<file path="src/rtl/ecp_port_defines.vh">
// Purpose: shared constants for the printer port FIFO and configuration block
// Assumes: 32-bit Avalon-MM data, byte addressing, byte offsets below
// Notes: definitions only
`ifndef ECP_PORT_DEFINES_VH
`define ECP_PORT_DEFINES_VH

// register byte offsets
`define OFS_FIFO_PORT 8'h00
`define OFS_IRQ_INFO 8'h04
`define OFS_ECR 8'h08
`define OFS_DCR 8'h0C
`define OFS_PORT_STAT 8'h10

// mode field encodings
`define MODE_SPP 3'h0
`define MODE_PS2 3'h1
`define MODE_FIFO 3'h2
`define MODE_ECP 3'h3
`define MODE_TEST 3'h6
`define MODE_CFG 3'h7

// ecr field positions
`define ECR_MODE_HI 7
`define ECR_MODE_LO 5
`define ECR_ERR_DIS 4
`define ECR_DMA_EN 3
`define ECR_SVC 2
`define ECR_FULL 1
`define ECR_EMPTY 0

// reset values and constants
`define ECR_RESET 8'h15
`define IMPL_INFO_VALUE 8'h10
`define IRQ_LOW_BITS 3'h7
`define IRQ_SEL_RESET 3'h0

// fifo geometry
`define FIFO_DEPTH 16
`define FIFO_AW 4

// handshake timing
`define STROBE_NS 500
`define CLK_NS 40
`define STROBE_CYC ((`STROBE_NS + `CLK_NS - 1) / `CLK_NS)
`define ACK_TIMEOUT_CYC 255

`endif

</file>
<file path="src/rtl/byte_fifo_mem.v">
// Purpose: 16x8 storage for the shared port fifo
// Assumes: one write and one read port, same clock
// Notes: read data is registered
`timescale 1ns/1ps
`default_nettype none
`include "ecp_port_defines.vh"
module byte_fifo_mem (
    input wire core_clk,
    input wire wr_en,
    input wire [`FIFO_AW-1:0] wr_addr,
    input wire [7:0] wr_data,
    input wire [`FIFO_AW-1:0] rd_addr,
    output reg [7:0] rd_data_ff
);
    reg [7:0] mem [0:`FIFO_DEPTH-1];

    always @(posedge core_clk) begin
        if (wr_en) begin
            mem[wr_addr] <= wr_data;
        end
        rd_data_ff <= mem[rd_addr];
    end
endmodule // byte_fifo_mem
`default_nettype wire

</file>
<file path="src/rtl/sync2.v">
// Purpose: two-flop synchroniser for pin inputs
// Assumes: input asynchronous to core_clk
// Notes: first stage read only by second stage
`timescale 1ns/1ps
`default_nettype none
module sync2 #(
    parameter WIDTH = 1
) (
    input wire core_clk,
    input wire sys_rst,
    input wire [WIDTH-1:0] async_in,
    output reg [WIDTH-1:0] sync_out_ff
);
    reg [WIDTH-1:0] meta_ff;

    always @(posedge core_clk) begin
        if (sys_rst) begin
            meta_ff <= {WIDTH{1'b0}};
            sync_out_ff <= {WIDTH{1'b0}};
        end else begin
            meta_ff <= async_in;
            sync_out_ff <= meta_ff;
        end
    end
endmodule // sync2
`default_nettype wire

</file>
<file path="src/rtl/ecp_port_fifo.v">
// Purpose: printer port fifo paths, configuration and extended control registers
// Assumes: Avalon-MM slave, 32-bit data, byte offsets, one clock
// Notes: forward/reverse handshakes simplified to strobe/busy and ack/req pairs
// Functional notes
// - fifo mode only sends forward, host to peripheral
// - fifo mode sends every host byte with printer-port strobe handshake
// - host fifo transfers are whole bytes, no packing
// - ecp mode, direction 0: host bytes sent by ecp handshake
// - ecp mode, direction 1: peripheral bytes captured into fifo
// - reverse reads return received bytes in arrival order
// - test mode lets host write and read fifo in any direction
// - test mode performs no handshake to the peripheral
// - test mode may show fifo bytes on data pins, no strobe
// - implementation info reads constant 10h in configuration mode
// - compression bit reads zero
// - interrupt level bit reflects current assigned interrupt line
// - bits 5:3 report interrupt assignment code
// - three low bits accept writes but read as ones
// - extended control reachable in every mode with its fields
// - all fifo paths share one sixteen-byte fifo
// - extended control bits 7:5 select mode, read/write
// - standard printer-port mode holds fifo in reset
`timescale 1ns/1ps
`default_nettype none
`include "ecp_port_defines.vh"
module ecp_port_fifo (
    input wire core_clk,
    input wire sys_rst,
    input wire [7:0] avs_address,
    input wire avs_read,
    input wire avs_write,
    input wire [31:0] avs_writedata,
    input wire [3:0] avs_byteenable,
    output reg [31:0] avs_readdata,
    output reg avs_waitrequest,
    input wire irq_line_in,
    input wire [2:0] irq_assign,
    input wire dma_ack,
    output reg dma_req_ff,
    input wire [7:0] pd_in,
    output reg [7:0] pd_out_ff,
    output reg pd_oe_n_ff,
    output reg strobe_n_ff,
    output reg host_ack_n_ff,
    input wire busy_in,
    input wire peri_ack_n_in,
    output reg error_interrupt_disable_ff
);
    // pin synchronisers
    wire [7:0] pd_sync;
    wire busy_sync;
    wire peri_ack_n_sync;
    wire irq_sync;

    sync2 #(.WIDTH(8)) u_pd_sync (
        .core_clk(core_clk),
        .sys_rst(sys_rst),
        .async_in(pd_in),
        .sync_out_ff(pd_sync)
    );
    sync2 #(.WIDTH(3)) u_ctl_sync (
        .core_clk(core_clk),
        .sys_rst(sys_rst),
        .async_in({busy_in, peri_ack_n_in, irq_line_in}),
        .sync_out_ff({busy_sync, peri_ack_n_sync, irq_sync})
    );

    // control registers
    reg [2:0] mode_ff;
    reg dma_transfer_enable_ff;
    reg service_interrupt_flag_ff;
    // direction lives in its own control byte, bit 5
    reg direction_ff;
    reg [2:0] irq_low_wr_ff;
    reg rd_pending_ff;
    reg rd_fifo_ff;
    reg [7:0] rd_sel_ff;
    // reset image of the extended control register
    wire [7:0] ecr_reset_val = `ECR_RESET;

    // fifo pointers (one extra bit for full/empty)
    reg [`FIFO_AW:0] wr_ptr_ff;
    reg [`FIFO_AW:0] rd_ptr_ff;
    wire [`FIFO_AW:0] count = wr_ptr_ff - rd_ptr_ff;
    wire fifo_full = (count == `FIFO_DEPTH);
    wire fifo_empty = (count == 0);
    wire [7:0] mem_rd_data;

    wire in_spp = (mode_ff == `MODE_SPP) || (mode_ff == `MODE_PS2);
    wire in_fifo = (mode_ff == `MODE_FIFO);
    wire in_ecp = (mode_ff == `MODE_ECP);
    wire in_test = (mode_ff == `MODE_TEST);
    wire in_cfg = (mode_ff == `MODE_CFG);
    // fifo mode ignores direction: always forward
    wire fwd_send = in_fifo || (in_ecp && !direction_ff);
    wire rev_recv = in_ecp && direction_ff;

    // bus access decode; waitrequest drops one cycle after a write request, two after a read
    wire req = (avs_read || avs_write) && avs_waitrequest;
    // each request is taken once, at the first edge it meets waitrequest high
    wire rd_take = req && avs_read && !rd_pending_ff;
    wire wr_take = req && avs_write && !rd_pending_ff;
    wire wr_lane0 = wr_take && avs_byteenable[0];
    wire acc_fifo = (avs_address == `OFS_FIFO_PORT);
    // host may push only in modes whose alias is writable
    wire host_push_ok = fwd_send || in_test;
    wire host_pop_ok = rev_recv || in_test;
    wire host_wr_fifo = wr_lane0 && acc_fifo && host_push_ok && !fifo_full;
    wire host_rd_fifo = rd_take && acc_fifo && host_pop_ok && !fifo_empty;

    // dma: request while enabled and fifo has room/data in the direction served
    wire dma_push = dma_ack && dma_transfer_enable_ff && host_push_ok && !rev_recv && !fifo_full;
    wire dma_pop = dma_ack && dma_transfer_enable_ff && host_pop_ok && !fifo_empty
        && !dma_push;

    // link engine
    localparam ST_IDLE = 3'h0;
    localparam ST_LOAD = 3'h1;
    localparam ST_SETUP = 3'h2;
    localparam ST_STROBE = 3'h3;
    localparam ST_WAIT = 3'h4;
    localparam ST_RACK = 3'h5;
    localparam ST_RREL = 3'h6;
    reg [2:0] state_ff;
    reg [7:0] tmr_ff;
    wire link_pop = (state_ff == ST_IDLE) && fwd_send && !fifo_empty;
    wire link_push = (state_ff == ST_RACK) && !fifo_full;

    wire pop = host_rd_fifo || dma_pop || link_pop;
    wire push = host_wr_fifo || dma_push || link_push;
    // dma bytes ride on the write data lanes, there is no separate dma bus
    wire [7:0] push_data = link_push ? pd_sync :
        (host_wr_fifo ? avs_writedata[7:0] : avs_writedata[7:0]);

    // one shared 16-byte store for every alias
    byte_fifo_mem u_mem (
        .core_clk(core_clk),
        .wr_en(push),
        .wr_addr(wr_ptr_ff[`FIFO_AW-1:0]),
        .wr_data(push_data),
        .rd_addr(rd_ptr_ff[`FIFO_AW-1:0]),
        .rd_data_ff(mem_rd_data)
    );

    // pointer next values; standard mode holds both at zero
    reg [`FIFO_AW:0] nxt_wr_ptr;
    reg [`FIFO_AW:0] nxt_rd_ptr;

    always @* begin
        nxt_wr_ptr = wr_ptr_ff;
        nxt_rd_ptr = rd_ptr_ff;
        if (in_spp) begin
            nxt_wr_ptr = {(`FIFO_AW+1){1'b0}};
            nxt_rd_ptr = {(`FIFO_AW+1){1'b0}};
        end else begin
            if (push) begin
                nxt_wr_ptr = wr_ptr_ff + 1'b1;
            end
            if (pop) begin
                nxt_rd_ptr = rd_ptr_ff + 1'b1;
            end
        end
    end

    always @(posedge core_clk) begin
        if (sys_rst) begin
            wr_ptr_ff <= {(`FIFO_AW+1){1'b0}};
            rd_ptr_ff <= {(`FIFO_AW+1){1'b0}};
        end else begin
            wr_ptr_ff <= nxt_wr_ptr;
            rd_ptr_ff <= nxt_rd_ptr;
        end
    end

    // answer byte: popped head, valid one edge after the pop, or the latched image
    wire [7:0] rd_byte = rd_fifo_ff ? mem_rd_data : rd_sel_ff;

    // bus register behaviour
    wire [7:0] ecr_value = {mode_ff, error_interrupt_disable_ff, dma_transfer_enable_ff,
        service_interrupt_flag_ff, fifo_full, fifo_empty};
    wire [7:0] irq_info_value = {1'b0, irq_sync,
        irq_assign, `IRQ_LOW_BITS};
    reg [7:0] nxt_rd_sel;

    always @* begin
        nxt_rd_sel = 8'h00;
        case (avs_address)
            `OFS_FIFO_PORT: nxt_rd_sel = in_cfg ? `IMPL_INFO_VALUE : 8'h00;
            `OFS_IRQ_INFO: nxt_rd_sel = in_cfg ? irq_info_value : 8'h00;
            `OFS_ECR: nxt_rd_sel = ecr_value;
            // bits 7:6 of the direction byte always read as ones
            `OFS_DCR: nxt_rd_sel = {2'h3, direction_ff, 5'h00};
            `OFS_PORT_STAT: nxt_rd_sel = {4'h0, state_ff, rev_recv};
            default: nxt_rd_sel = 8'h00;
        endcase
    end

    // waitrequest stands low for exactly one cycle per request
    always @(posedge core_clk) begin
        if (sys_rst) begin
            avs_waitrequest <= 1'b1;
            avs_readdata <= 32'h00000000;
            rd_pending_ff <= 1'b0;
            rd_fifo_ff <= 1'b0;
            rd_sel_ff <= 8'h00;
        end else begin
            avs_waitrequest <= 1'b1;
            rd_pending_ff <= 1'b0;
            if (wr_take) begin
                avs_waitrequest <= 1'b0;
            end
            if (rd_take) begin
                rd_pending_ff <= 1'b1;
                rd_fifo_ff <= host_rd_fifo;
                rd_sel_ff <= nxt_rd_sel;
            end
            if (rd_pending_ff) begin
                avs_waitrequest <= 1'b0;
                avs_readdata <= {24'h000000, rd_byte};
            end
        end
    end

    // control register writes land at the take edge
    always @(posedge core_clk) begin
        if (sys_rst) begin
            mode_ff <= ecr_reset_val[`ECR_MODE_HI:`ECR_MODE_LO];
            error_interrupt_disable_ff <= ecr_reset_val[`ECR_ERR_DIS];
            dma_transfer_enable_ff <= ecr_reset_val[`ECR_DMA_EN];
            service_interrupt_flag_ff <= ecr_reset_val[`ECR_SVC];
            direction_ff <= 1'b0;
            irq_low_wr_ff <= `IRQ_LOW_BITS;
        end else if (wr_lane0) begin
            case (avs_address)
                `OFS_ECR: begin
                    mode_ff <= avs_writedata[`ECR_MODE_HI:`ECR_MODE_LO];
                    error_interrupt_disable_ff <= avs_writedata[`ECR_ERR_DIS];
                    dma_transfer_enable_ff <= avs_writedata[`ECR_DMA_EN];
                    service_interrupt_flag_ff <= avs_writedata[`ECR_SVC];
                end
                `OFS_DCR: begin
                    direction_ff <= avs_writedata[5];
                end
                `OFS_IRQ_INFO: begin
                    // stored only, in configuration mode; there these bits always read back as ones
                    if (in_cfg) begin
                        irq_low_wr_ff <= avs_writedata[2:0];
                    end
                end
                default: begin
                end
            endcase
        end
    end

    // dma request level: forward wants room, reverse wants data
    always @(posedge core_clk) begin
        if (sys_rst) begin
            dma_req_ff <= 1'b0;
        end else begin
            dma_req_ff <= dma_transfer_enable_ff &&
                ((host_push_ok && !rev_recv && !fifo_full) || (host_pop_ok && !fifo_empty));
        end
    end

    // handshake engine; test mode starts nothing here
    always @(posedge core_clk) begin
        if (sys_rst) begin
            state_ff <= ST_IDLE;
            tmr_ff <= 8'h00;
            pd_out_ff <= 8'h00;
            pd_oe_n_ff <= 1'b0;
            strobe_n_ff <= 1'b1;
            host_ack_n_ff <= 1'b1;
        end else begin
            // pins turn around only when the mode or direction changes
            pd_oe_n_ff <= rev_recv;
            case (state_ff)
                ST_IDLE: begin
                    strobe_n_ff <= 1'b1;
                    host_ack_n_ff <= 1'b1;
                    if (link_pop) begin
                        state_ff <= ST_LOAD;
                    end else if (rev_recv && !peri_ack_n_sync && !fifo_full) begin
                        state_ff <= ST_RACK;
                    end else if (in_test && !fifo_empty) begin
                        // test mode only shows the head byte, nothing is strobed
                        pd_out_ff <= mem_rd_data;
                    end
                end
                ST_LOAD: begin
                    // popped byte is valid at mem_rd_data one edge after the pop
                    pd_out_ff <= mem_rd_data;
                    state_ff <= ST_SETUP;
                end
                ST_SETUP: begin
                    tmr_ff <= 8'h00;
                    if (!fwd_send) begin
                        // mode left forward: drop the byte rather than strobe it
                        state_ff <= ST_IDLE;
                    end else if (!busy_sync) begin
                        state_ff <= ST_STROBE;
                    end
                end
                ST_STROBE: begin
                    // length in clocks, rounded up from the nanosecond figure
                    strobe_n_ff <= 1'b0;
                    tmr_ff <= tmr_ff + 8'h01;
                    if (tmr_ff == `STROBE_CYC) begin
                        strobe_n_ff <= 1'b1;
                        tmr_ff <= 8'h00;
                        state_ff <= ST_WAIT;
                    end
                end
                ST_WAIT: begin
                    // a peripheral that never drops busy is left here after ACK_TIMEOUT_CYC cycles; ST_SETUP still waits on busy without limit
                    tmr_ff <= tmr_ff + 8'h01;
                    if (!busy_sync || tmr_ff == `ACK_TIMEOUT_CYC) begin
                        state_ff <= ST_IDLE;
                    end
                end
                ST_RACK: begin
                    host_ack_n_ff <= 1'b0;
                    state_ff <= ST_RREL;
                end
                ST_RREL: begin
                    // leaving reverse mode releases the ack so it cannot stick low
                    if (peri_ack_n_sync || !rev_recv) begin
                        host_ack_n_ff <= 1'b1;
                        state_ff <= ST_IDLE;
                    end
                end
                default: state_ff <= ST_IDLE;
            endcase
        end
    end
endmodule // ecp_port_fifo
`default_nettype wire

</file>
<file path="config.mk">
export PLATFORM = sky130hd
export DESIGN_NAME = ecp_port_fifo
export DESIGN_NICKNAME = d
export VERILOG_FILES = /design/src/rtl/byte_fifo_mem.v /design/src/rtl/sync2.v /design/src/rtl/ecp_port_fifo.v
export VERILOG_INCLUDE_DIRS = /design/src /design/src/rtl
export SDC_FILE = /design/constraint.sdc
export NUM_CORES = 1
export LEC_CHECK = 0
export BUFFER_PORTS_ARGS = -buffer_cell sky130_fd_sc_hd__buf_2
export CAP_MARGIN = 10
export CORE_MARGIN = 1
export CORE_UTILIZATION = 29
export CTS_BUF_LIST = sky130_fd_sc_hd__clkbuf_4 sky130_fd_sc_hd__clkbuf_8
export DETAILED_ROUTE_END_ITERATION = 7
export PLACE_DENSITY_LB_ADDON = 0.15
export SETUP_SLACK_MARGIN = 0.4
export SKIP_LAST_GASP = 1
export SLEW_MARGIN = 20
export SYNTH_ARGS = -nofsm -noshare
export SYNTH_HDL_FRONTEND = slang
export SYNTH_SLANG_ARGS = --single-unit
</file>
<file path="constraint.sdc">
create_clock -name core_clk -period 10.6 [get_ports core_clk]
set_input_delay 0.53 -clock core_clk [delete_from_list [all_inputs] [get_ports core_clk]]
set_output_delay 0.53 -clock core_clk [all_outputs]
set_load 0.005 [all_outputs]
</file>
==> out/qor.yml <==
die:
  fp.dieW_um: 179
  num_rows: 64
  start_util: 0.297
  dieArea_um2: 32200
  ios: 109
  die_h_um: 179
  coreArea_um2: 30700
yosys:
  ys_types: 63
  syn_area_um2: 9120
  netlist_instances: 670
  avgSynthCellArea_um2: 13.6
  ys_seq_elements: 217
  async_flop_share: 0
  ys.flop_type: "edfxtp_1"
  seq_area_frac_synth: 0.617
  synth-edff-count: 128
  yosys_warnings: 0
final_layout:
  diodes: 0
  fillers: 3049
  post-route-util: 0.342
  layout-area-overhead-vs-synth_pct: 15.4
  multi_input_area_um2: 3250
  drive_above_1_share: 0.247
  seqCellArea_um2: 5630
  final_nets: 817
  fin_cells: 1170
power_and_ir_drop:
  power.share.clock: 0.419
  fin_total_pwr_mw: 1.86
  power_frac_seq: 0.508
  vdd_drop_max_v: 0.0000654
  swShare: 0.242
  leakage_nw: 3.59
  p_comb_frac: 0.073
  powerDensity_nw_per_um2: 177
  switching_power_uw: 451
  p_int_mw: 1.41
worst_hold_path:
  min-delay-path-class: "input port to flip-flop"
worst_setup_path:
  crit_chain: "inv_1, ha_1, or2_2, o31a_1, xor2_1, nor4_1, nor2_1, mux2_2"
  critPathLaunchType: "flip-flop"
  timing.critical_path.buf_inv: 1
  crit_path_end_kind: "flip-flop"
  cp_top_family: "simple AND/OR/NAND/NOR gates"
  worstSetupPathType: "flip-flop to flip-flop"
  cp.required_ns: 10.82
  slowest_stage: "dfxtp_1"
  worst-path-max-fanout: 16
  max_stage_delay_ns: 0.72
  arrival_ns: 3.94
timing:
  whs_ns: 0.217
  rsz0062_at_grt: "no"
  finalSetupTns_ns: 0
  worst_pin_slew_ns: 0.988
  drv_slew: 0
  fin_skew_ns: 0.0229
  clock.fmax_mhz: 268
  final_hold_viol_count: 0
  fin_crit_ns: 3.72
  maxSlewHeadroom: 0.339
  setup_viol_count_final: 0
  min_period_over_period: 0.351
clocking:
  clock_latency_ns: 0.54
  tritoncts: "done"
  cts_num_sinks: 217
  cts_setup_buffers: 0
  cts_resized: 0
  clockRootBuffer: "clkbuf_8"
  path_clk_slew_ns: 0.06
  cts_buffer_depth: 3
  cts_buffers: 39
  holdBufCountCts: 0
  ctsHtreeMaxLevel: 2
route:
  vias: 5516
  remaining_drc_errors: 8
  detail-route-antenna-nets: 0
  detail_route.first_pass.iterations: 8
  drt-total-wl_um: 21200
  dr.first_iter.drc_count: 297
  wl_per_cell_um: 18.1
  viasPerCell: 4.71
grt:
  first_global_vias: 5677
  met2_usage: 0.230
  met1_usage: 0.176
  antenna_found_initial: 0
  grt.total_usage: 0.137
  grt.overflow.total: 0
  grt_util_met3: 0.0264
  grt_pass1_wl_um: 32700
  busiest_layer: "met2"
  grt_max_degree: 79
job:
  cap_violations: 0
placed_design:
  dp.cells: 1098
  io_buffers: 57
  gp_congestion: 0.755
  dpl.hpwl_um: 14000
outcome:
  violations: "design-rule violations"
  status: "finished with violations"
layout by cell type (no fill, tap or decap), drive strengths merged, types with 4 or more instances in the layout:
cell and instances:
clkbuf 57, nor4 4, and2 4, mux2 9, a22oi 7, nand4 4, dfxtp 89, buf 64
a31oi 4, mux4 40, conb 24, inv 11, clkinv 13, edfxtp 128, nand3b 6, a21oi 18
nand2b 21, a211oi 11, or2 6, ha 11, nor2 72, xor2 7, nor3 13, nand2 30
nor2b 27, o21ai 6, nand3 15, mux2i 22, xnor2 7
per-stage QoR:
| stage | setup slack [ns] | instance area (µm²) |
|---|---|---|
| final | 6.88 | 10500 |
| after global routing | 6.66 | 10500 |
| after CTS | 6.78 | 10500 |
| after detailed placement | 6.82 | 9740 |
| after global placement | 6.86 | 9740 |
| after floorplan | 7.24 | 9210 |
state kept, by name, summed over array words and instances, names as in the netlist, 3 cells and up:
signal / flops
u_mem.mem: 128
avs_readdata: 8
pd_out_ff: 8
rd_sel_ff: 8
tmr_ff: 8
u_mem.rd_data_ff: 8
u_pd_sync.meta_ff: 8
u_pd_sync.sync_out_ff: 8
rd_ptr_ff: 5
wr_ptr_ff: 5
mode_ff: 3
state_ff: 3
u_ctl_sync.meta_ff: 3
u_ctl_sync.sync_out_ff: 3
path summary, 6_finish.rpt:
kind / startpoint / to / slack [ns] / depth (start not counted)
setup / recovery: rd_ptr_ff[2] / u_mem.mem[9][7] / 6.88 / 8
hold / removal: irq_line_in / u_ctl_sync.meta_ff[0] / 0.22 / 2
setup reg to reg: rd_ptr_ff[2] / u_mem.mem[9][7] / 6.88 / 8
hold reg to reg: u_ctl_sync.meta_ff[1] / u_ctl_sync.sync_out_ff[1] / 0.43 / 1
power by group through the flow:
stage               Combinational [mW]  Clock [mW]  Sequential [mW]
floorplan                        0.107           0            0.951
global placement                 0.134           0            0.964
detailed placement               0.136           0            0.965
CTS                              0.137       0.811            0.947
global route                     0.151       0.845            0.950
finish                           0.136       0.780            0.947
Yosys cell counts, types with 5 or more instances:
cell type	instances	area, µm²
a211oi_1	11	82.6
xnor2_1	7	61.3
clkbuf_1	24	90.1
nand3_1	15	75.1
ha_1	11	138
nor2b_1	27	169
xor2_1	7	61.3
a21oi_1	18	90.1
buf_4	25	188
mux2_2	9	101
nor3_1	12	60.1
inv_1	9	33.8
dfxtp_1	89	1780
or2_2	5	31.3
edfxtp_1	128	3840
mux2i_1	22	220
nand2_1	29	109
a22oi_1	7	52.6
nand3b_1	6	45.0
o21ai_0	6	30.0
nand2b_1	21	131
mux4_2	40	901
nor2_1	71	267
area by class of cell:
| cell class | instances | area share |
|---|---|---|
| clock inverters | 15 | 0.00654 |
| multi-input cells | 411 | 0.308 |
| inverters | 10 | 0.00356 |
| well taps | 396 | 0.0471 |
| clock buffers | 57 | 0.0680 |
| flip-flops and latches | 217 | 0.534 |
| repair buffers | 64 | 0.0321 |
worst register-to-register path: stages, from the launching register on:
cell	delay, ns
dfxtp_1	0.72
inv_1	0.18
ha_1	0.38
or2_2	0.31
o31a_1	0.14
xor2_1	0.32
nor4_1	0.13
nor2_1	0.65
mux2_2	0.57
kinds of logic after synthesis:
kind of cell,after synthesis,share of synthesized area
XOR/XNOR,14,0.0134
AO/OA/AOI/OAI,77,0.0624
buffers and inverters,65,0.0374
multiplexers,71,0.134
flip-flops,217,0.617
AND/OR/NAND/NOR,214,0.121
other,1,0.000411
adder cells (fa/ha/maj),11,0.0151
routing by layer:
layer	share of wire	routed length, µm
met3	0.051	1080
met4	0.023	486
met1	0.45	9520
met5	0	0
met2	0.48	10100
Power figures use the tool's default switching activity.
